### src/clock_select_cfg.svh
// Register offsets, field positions, reset values and timing counts
`ifndef CLOCK_SELECT_CFG_SVH
`define CLOCK_SELECT_CFG_SVH

`define MUL_CTRL_ADDR      8'hb9
`define CLK_SRC_ADDR       8'ha9
`define MUL_CTRL_RESET     8'h00
`define CLK_SRC_RESET      8'h00
`define MUL_EN_BIT         7
`define MUL_INIT_BIT       6
`define MUL_RDY_BIT        5
`define MUL_SEL_LSB        0
`define USB_SRC_LSB        4
`define SYS_SRC_LSB        0
`define MUL_FACTOR         4
`define CLK_PERIOD_NS      8
`define MUL_LOCK_NS        1000
`define MUL_LOCK_CYCLES    ((`MUL_LOCK_NS + `CLK_PERIOD_NS - 1) / `CLK_PERIOD_NS)
`define SWITCH_GAP_NS      64
`define SWITCH_GAP_CYCLES  ((`SWITCH_GAP_NS + `CLK_PERIOD_NS - 1) / `CLK_PERIOD_NS)
`define MUL_IN_INTERNAL    2'h0
`define MUL_IN_EXTERNAL    2'h1
`define MUL_IN_EXT_HALF    2'h2
`define SYS_INTERNAL       2'h0
`define SYS_EXTERNAL       2'h1
`define SYS_MUL_HALF       2'h2
`define SYS_RESERVED       2'h3

`endif

### src/clock_select_pkg.sv
// Types shared by the clock control block
package clock_select_pkg;
  typedef enum logic [1:0] {
    SW_RUN,
    SW_GATE_OFF,
    SW_GATE_ON
  } switch_state_e;
  typedef logic [7:0] sfr_byte_t;
endpackage : clock_select_pkg

### src/level_sync3.sv
// Three-stage synchroniser with agreement filter for an asynchronous level
`timescale 1ns/10ps
module level_sync3 (
  input  wire logic clk,
  input  wire logic rst_n,
  input  wire logic ce,
  input  wire logic async_in,
  output logic      level_q
);
  logic s1_q;
  logic s2_q;
  logic s3_q;

  always_ff @(posedge clk or negedge rst_n) begin
    if (!rst_n) begin
      s1_q <= 1'b0;
      s2_q <= 1'b0;
      s3_q <= 1'b0;
    end else if (ce) begin
      s1_q <= async_in;
      s2_q <= s1_q;
      s3_q <= s2_q;
    end
  end

  // A change is accepted only once the second and third stages agree
  always_ff @(posedge clk or negedge rst_n) begin
    if (!rst_n) begin
      level_q <= 1'b0;
    end else if (ce && (s2_q == s3_q)) begin
      level_q <= s3_q;
    end
  end
endmodule : level_sync3

### src/clock_select.sv
// Clock multiplier control, system and USB clock source selection
`timescale 1ns/10ps
`include "clock_select_cfg.svh"
module clock_select
  import clock_select_pkg::*;
(
  input  wire logic       clk,
  input  wire logic       rst_n,
  input  wire logic       ce,
  input  wire logic [7:0] sfr_addr,
  input  wire logic       sfr_wr,
  input  wire logic [7:0] sfr_wdata,
  input  wire logic       sfr_rd,
  output logic      [7:0] sfr_rdata,
  input  wire logic       ext_osc_settled,
  output logic            crystal_valid_flag,
  output logic            multiplier_enable,
  output logic            multiplier_initialise,
  output logic      [1:0] multiplier_input_select,
  output logic            multiplier_ready_flag,
  output logic      [1:0] system_clock_source,
  output logic            system_clock_gate,
  output logic      [2:0] usb_clock_source,
  output logic            ext_osc_to_peripherals
);
  localparam int unsigned LOCK_CYCLES = `MUL_LOCK_CYCLES;
  localparam int unsigned GAP_CYCLES  = `SWITCH_GAP_CYCLES;

  logic          addr_mul;
  logic          addr_sel;
  logic          mul_drop;
  logic          wr_mul;
  logic          wr_sel;
  logic          init_rise;
  logic          ext_valid;
  logic [1:0]    sys_req_q;
  logic [7:0]    lock_cnt_q;
  logic [3:0]    gap_cnt_q;
  switch_state_e sw_state_q;
  sfr_byte_t     rd_d;

  assign addr_mul  = (sfr_addr == `MUL_CTRL_ADDR);
  assign addr_sel  = (sfr_addr == `CLK_SRC_ADDR);
  assign wr_mul    = ce && sfr_wr && addr_mul;
  assign wr_sel    = ce && sfr_wr && addr_sel;
  assign init_rise = wr_mul && sfr_wdata[`MUL_INIT_BIT] && sfr_wdata[`MUL_EN_BIT]
                     && !multiplier_initialise;
  // Clearing enable or initialise drops ready at the write edge, not a cycle late
  assign mul_drop  = wr_mul && !(sfr_wdata[`MUL_INIT_BIT] && sfr_wdata[`MUL_EN_BIT]);

  // Settle pin is asynchronous, so it passes the three-stage filter
  level_sync3 u_xtal_sync (
    .clk      (clk),
    .rst_n    (rst_n),
    .ce       (ce),
    .async_in (ext_osc_settled),
    .level_q  (ext_valid)
  );

  // Flag follows the filtered settle level of the oscillator
  always_ff @(posedge clk or negedge rst_n) begin
    if (!rst_n) begin
      crystal_valid_flag <= 1'b0;
    end else if (ce) begin
      crystal_valid_flag <= ext_valid;
    end
  end

  // External oscillator path to timers and USB never depends on the system source
  always_ff @(posedge clk or negedge rst_n) begin
    if (!rst_n) begin
      ext_osc_to_peripherals <= 1'b0;
    end else if (ce) begin
      ext_osc_to_peripherals <= crystal_valid_flag;
    end
  end

  // Multiplier control; bits 4..2 have no storage, so writes there vanish
  always_ff @(posedge clk or negedge rst_n) begin
    if (!rst_n) begin
      multiplier_enable <= 1'(`MUL_CTRL_RESET >> `MUL_EN_BIT);
    end else if (wr_mul) begin
      multiplier_enable <= sfr_wdata[`MUL_EN_BIT];
    end
  end

  // Initialise without enable is stored as zero
  always_ff @(posedge clk or negedge rst_n) begin
    if (!rst_n) begin
      multiplier_initialise <= 1'(`MUL_CTRL_RESET >> `MUL_INIT_BIT);
    end else if (wr_mul) begin
      multiplier_initialise <= sfr_wdata[`MUL_INIT_BIT] && sfr_wdata[`MUL_EN_BIT];
    end
  end

  always_ff @(posedge clk or negedge rst_n) begin
    if (!rst_n) begin
      multiplier_input_select <= 2'(`MUL_CTRL_RESET >> `MUL_SEL_LSB);
    end else if (wr_mul) begin
      multiplier_input_select <= sfr_wdata[`MUL_SEL_LSB +: 2];
    end
  end

  // Lock timer restarts on each fresh initialise; disabling drops ready at once
  always_ff @(posedge clk or negedge rst_n) begin
    if (!rst_n) begin
      lock_cnt_q            <= 8'h00;
      multiplier_ready_flag <= 1'b0;
    end else if (ce) begin
      if (init_rise || mul_drop || !multiplier_enable || !multiplier_initialise) begin
        lock_cnt_q            <= 8'h00;
        multiplier_ready_flag <= 1'b0;
      end else if (lock_cnt_q == 8'(LOCK_CYCLES - 1)) begin
        multiplier_ready_flag <= 1'b1;
      end else begin
        lock_cnt_q <= lock_cnt_q + 8'h01;
      end
    end
  end

  // USB source is a plain select; reserved codes are stored as written
  always_ff @(posedge clk or negedge rst_n) begin
    if (!rst_n) begin
      usb_clock_source <= 3'(`CLK_SRC_RESET >> `USB_SRC_LSB);
    end else if (wr_sel) begin
      usb_clock_source <= sfr_wdata[`USB_SRC_LSB +: 3];
    end
  end

  // Reserved system code leaves the previous request standing
  always_ff @(posedge clk or negedge rst_n) begin
    if (!rst_n) begin
      sys_req_q <= 2'(`CLK_SRC_RESET >> `SYS_SRC_LSB);
    end else if (wr_sel && (sfr_wdata[`SYS_SRC_LSB +: 2] != `SYS_RESERVED)) begin
      sys_req_q <= sfr_wdata[`SYS_SRC_LSB +: 2];
    end
  end

  // Break before make: gate off, change source, gate on, so no runt pulse escapes
  always_ff @(posedge clk or negedge rst_n) begin
    if (!rst_n) begin
      sw_state_q          <= SW_RUN;
      gap_cnt_q           <= 4'h0;
      system_clock_source <= `SYS_INTERNAL;
      system_clock_gate   <= 1'b1;
    end else if (ce) begin
      case (sw_state_q)
        SW_RUN: begin
          if (sys_req_q != system_clock_source) begin
            system_clock_gate <= 1'b0;
            gap_cnt_q         <= 4'h0;
            sw_state_q        <= SW_GATE_OFF;
          end
        end
        SW_GATE_OFF: begin
          if (gap_cnt_q == 4'(GAP_CYCLES - 1)) begin
            system_clock_source <= sys_req_q;
            gap_cnt_q           <= 4'h0;
            sw_state_q          <= SW_GATE_ON;
          end else begin
            gap_cnt_q <= gap_cnt_q + 4'h1;
          end
        end
        SW_GATE_ON: begin
          if (gap_cnt_q == 4'(GAP_CYCLES - 1)) begin
            system_clock_gate <= 1'b1;
            sw_state_q        <= SW_RUN;
          end else begin
            gap_cnt_q <= gap_cnt_q + 4'h1;
          end
        end
        default: begin
          sw_state_q        <= SW_RUN;
          system_clock_gate <= 1'b1;
        end
      endcase
    end
  end

  // Read mux; unused bits return zero
  always_comb begin
    rd_d = 8'h00;
    if (addr_mul) begin
      rd_d[`MUL_EN_BIT]       = multiplier_enable;
      rd_d[`MUL_INIT_BIT]     = multiplier_initialise;
      rd_d[`MUL_RDY_BIT]      = multiplier_ready_flag;
      rd_d[`MUL_SEL_LSB +: 2] = multiplier_input_select;
    end else if (addr_sel) begin
      rd_d[`USB_SRC_LSB +: 3] = usb_clock_source;
      rd_d[`SYS_SRC_LSB +: 2] = sys_req_q;
    end
  end

  always_ff @(posedge clk or negedge rst_n) begin
    if (!rst_n) begin
      sfr_rdata <= 8'h00;
    end else if (ce && sfr_rd) begin
      sfr_rdata <= rd_d;
    end
  end
endmodule : clock_select

### config.mk
export PLATFORM = sky130hd
export DESIGN_NAME = clock_select
export DESIGN_NICKNAME = d
export VERILOG_FILES = /design/src/clock_select_pkg.sv /design/src/level_sync3.sv /design/src/clock_select.sv
export VERILOG_INCLUDE_DIRS = /design/src /design/src/src
export SDC_FILE = /design/constraint.sdc
export NUM_CORES = 1
export LEC_CHECK = 0
export BUFFER_PORTS_ARGS = -buffer_cell sky130_fd_sc_hd__buf_2
export CAP_MARGIN = 20
export CELL_PAD_IN_SITES_DETAIL_PLACEMENT = 1
export CELL_PAD_IN_SITES_GLOBAL_PLACEMENT = 1
export CORE_MARGIN = 5
export CORE_UTILIZATION = 45
export CTS_CLUSTER_SIZE = 40
export DETAILED_ROUTE_END_ITERATION = 8
export HOLD_SLACK_MARGIN = 0.03
export PLACE_DENSITY = 0.89
export SLEW_MARGIN = 15
export SYNTH_ARGS = -nofsm -noshare
export SYNTH_HDL_FRONTEND = slang
export SYNTH_HIERARCHICAL = 1
export SYNTH_SLANG_ARGS = --single-unit
### constraint.sdc
create_clock -name clk -period 3 [get_ports clk]
set_input_delay 0.3 -clock clk [delete_from_list [all_inputs] [get_ports clk]]
set_output_delay 0.3 -clock clk [all_outputs]
set_load 0.01 [all_outputs]
==> out/metrics.csv <==
metric;value;unit
status;finished, final reports clean;
irDropWorstVdd;0.000270;V
worstSetupEndpointType;flip-flop;
htree_num_levels;2;
critPathLaunchType;input port;
drt_first_pass_iters;4;
seq_area_frac_synth;50.0;%
timing.fmax;600;MHz
synth_top_cell_area_share;48.6;%
layout_min_cycle_time;1.67;ns
fin_worst_skew;0.00686;ns
async_reset_ff_share;100;%
antenna_found_initial;0;
setup_viol;0;
drc;0;
synth_edf_count;0;
finalCritPeriodShare;55.5;%
vias_per_cell;5.55;
relSlewSlack;41.5;%
hpwl;3430;um
cts_made_buffers;5;
p_comb_share;20.3;%
antennaDiodeCount;0;
finalInstanceArea;2270;um2
power_density;557;nW/um2
syn_area_per_cell;10.9;um2
synth_ff_type;dfrtp_1;
rsz0062_at_grt;false;
die_h;75.9;um
synth_seq_cells;39;
drv_slew;0;
insertion_delay;0.30;ns
synth.distinct_cells;48;
ctsHoldBuffers;0;
nFillCells;496;
p_total;0.00126;W
start_util;45.5;%
post-synth-top-count-cell;dfrtp_1;
cp.arrival;1.85;ns
io_buffers;38;
netlist_area;1960;um2
synth.area.top_cells;dfrtp_1, mux2_2, ha_1;
cts_sinks;39;
place_area;2170;um2
synth_commonest_cells;dfrtp_1, nand2_1, nor2_1;
dieArea;5760;um2
worst_pin_slew;0.878;ns
die_w;75.9;um
yosysTopAreaCell;dfrtp_1;
register_area;977;um2
gr-total-overflow;0;
intPower;0.000883;W
cap_viol_max_count;0;
rows;24;
io_pins;43;
tns;0;ns
hold_viol;0;
critPathRequiredTime;3.19;ns
wl_per_cell;16.9;um
p_sw_share;30.0;%
ctsResizeCount;0;
grt_max_degree;40;
nets;245;
first_global_vias;1621;
dp_cells;262;
clkTransAtPathRegs;0.08;ns
ant_nets;0;
fin_cells;270;
place_congestion;0.766;
multiInputGateArea;902;um2
drt-initial-drc-count;52;
final_util;52.8;%
tritoncts;done;
core-area;4290;um2
drt_wl_total;4550;um
syn_inst;179;
worstHoldPathType;input port to async pin;
p_sw;0.000379;W
vias;1499;
crit_fanout;25;
syn_to_final_growth;15.9;%
path_class;input port to flip-flop;
p_seq_share;49.2;%
cts_setup_buffers;0;
cts-root-buf;clkbuf_8;
grtUsageTotal;16.7;%
yosysWarnings;6;
grt_pass1_wl;7850;um
power_frac_clock;30.5;%
p_leak;1.06;nW
clockBufferDepth;2;
drive_gt1_share;30.7;%
routing by layer:
metal / wire [um] / track usage, %
met5: 0 / 0
met4: 120 / 7.83
met3: 148 / 4.50
met2: 2430 / 28.8
met1: 1850 / 18.9
logic make-up after synthesis:
group | after synthesis | share of synthesized area, %
adders and majority gates | 6 | 3.84
DFF | 39 | 50.0
and+or+nand+nor | 59 | 16.8
xor gates and xnor gates | 6 | 2.69
muxes | 16 | 9.72
other | 1 | 0.192
buffers and inverters | 17 | 4.09
AOI/OAI and AO/OA | 35 | 12.7
final cells by class:
class,count,area share (%)
clock inverters,2,0.717
inverters,9,1.49
repair buffers,38,8.39
multi-input cells,124,39.8
clock buffers,6,3.64
well taps,52,2.87
flip-flops and latches,39,43.1
cells in the final DEF (no fill, tap or decap), types with 5 or more instances in the layout:
cell type  count
o21ai_0        8
clkbuf_8       6
mux2_2        12
a21oi_1        5
nor2_1        13
inv_1          9
nand3_1        5
xnor2_1        6
ha_1           6
dfrtp_1       38
nand2_1       14
buf_2         38
nor3_1         5
worst max-delay path, stage by stage:
cell	delay [ns]
buf_2	0.38
nand2_1	0.18
nor3_1	0.57
mux2_2	0.42
through the flow:
step,hold slack [ns],worst slack [ns]
floorplan,0.00441,1.40
global placement,0.456,1.04
detailed placement,0.465,1.01
CTS,0.136,1.33
global route,0.196,1.20
finish,0.115,1.33
worst paths after layout:
| path | slack (ns) | cells past startpoint | startpoint | end |
|---|---|---|---|---|
| worst max-delay path | 1.33 | 4 | ce | multiplier_input_select[0] |
| min in group clk | 0.23 | 2 | sfr_wdata[5] | usb_clock_source[1] |
| worst min register to register | 0.48 | 2 | sfr_rdata[6] | sfr_rdata[6] |
| worst min-delay path | 0.11 | 1 | rst_n | sw_state_q[1] |
| worst max register to register | 1.35 | 5 | gap_cnt_q[0] | gap_cnt_q[3] |
| max in group asynchronous | 2.33 | 1 | rst_n | ext_osc_to_peripherals |
sequential cells by signal (all words and copies together) (netlist names), 2 cells and up:
name	cells
sys_req_q	2
gap_cnt_q	4
sfr_rdata	6
system_clock_source	2
sw_state_q	2
lock_cnt_q	8
usb_clock_source	3
multiplier_input_select	2
power groups by stage:
stage | Combinational (W) | Clock [W] | Sequential (W)
finish | 0.000256 | 0.000385 | 0.000621
global route | 0.000291 | 0.000417 | 0.000628
CTS | 0.000260 | 0.000398 | 0.000622
detailed placement | 0.000260 | 0 | 0.000632
global placement | 0.000243 | 0 | 0.000628
floorplan | 0.000161 | 0 | 0.000634
(Power assumes the default switching activity.)
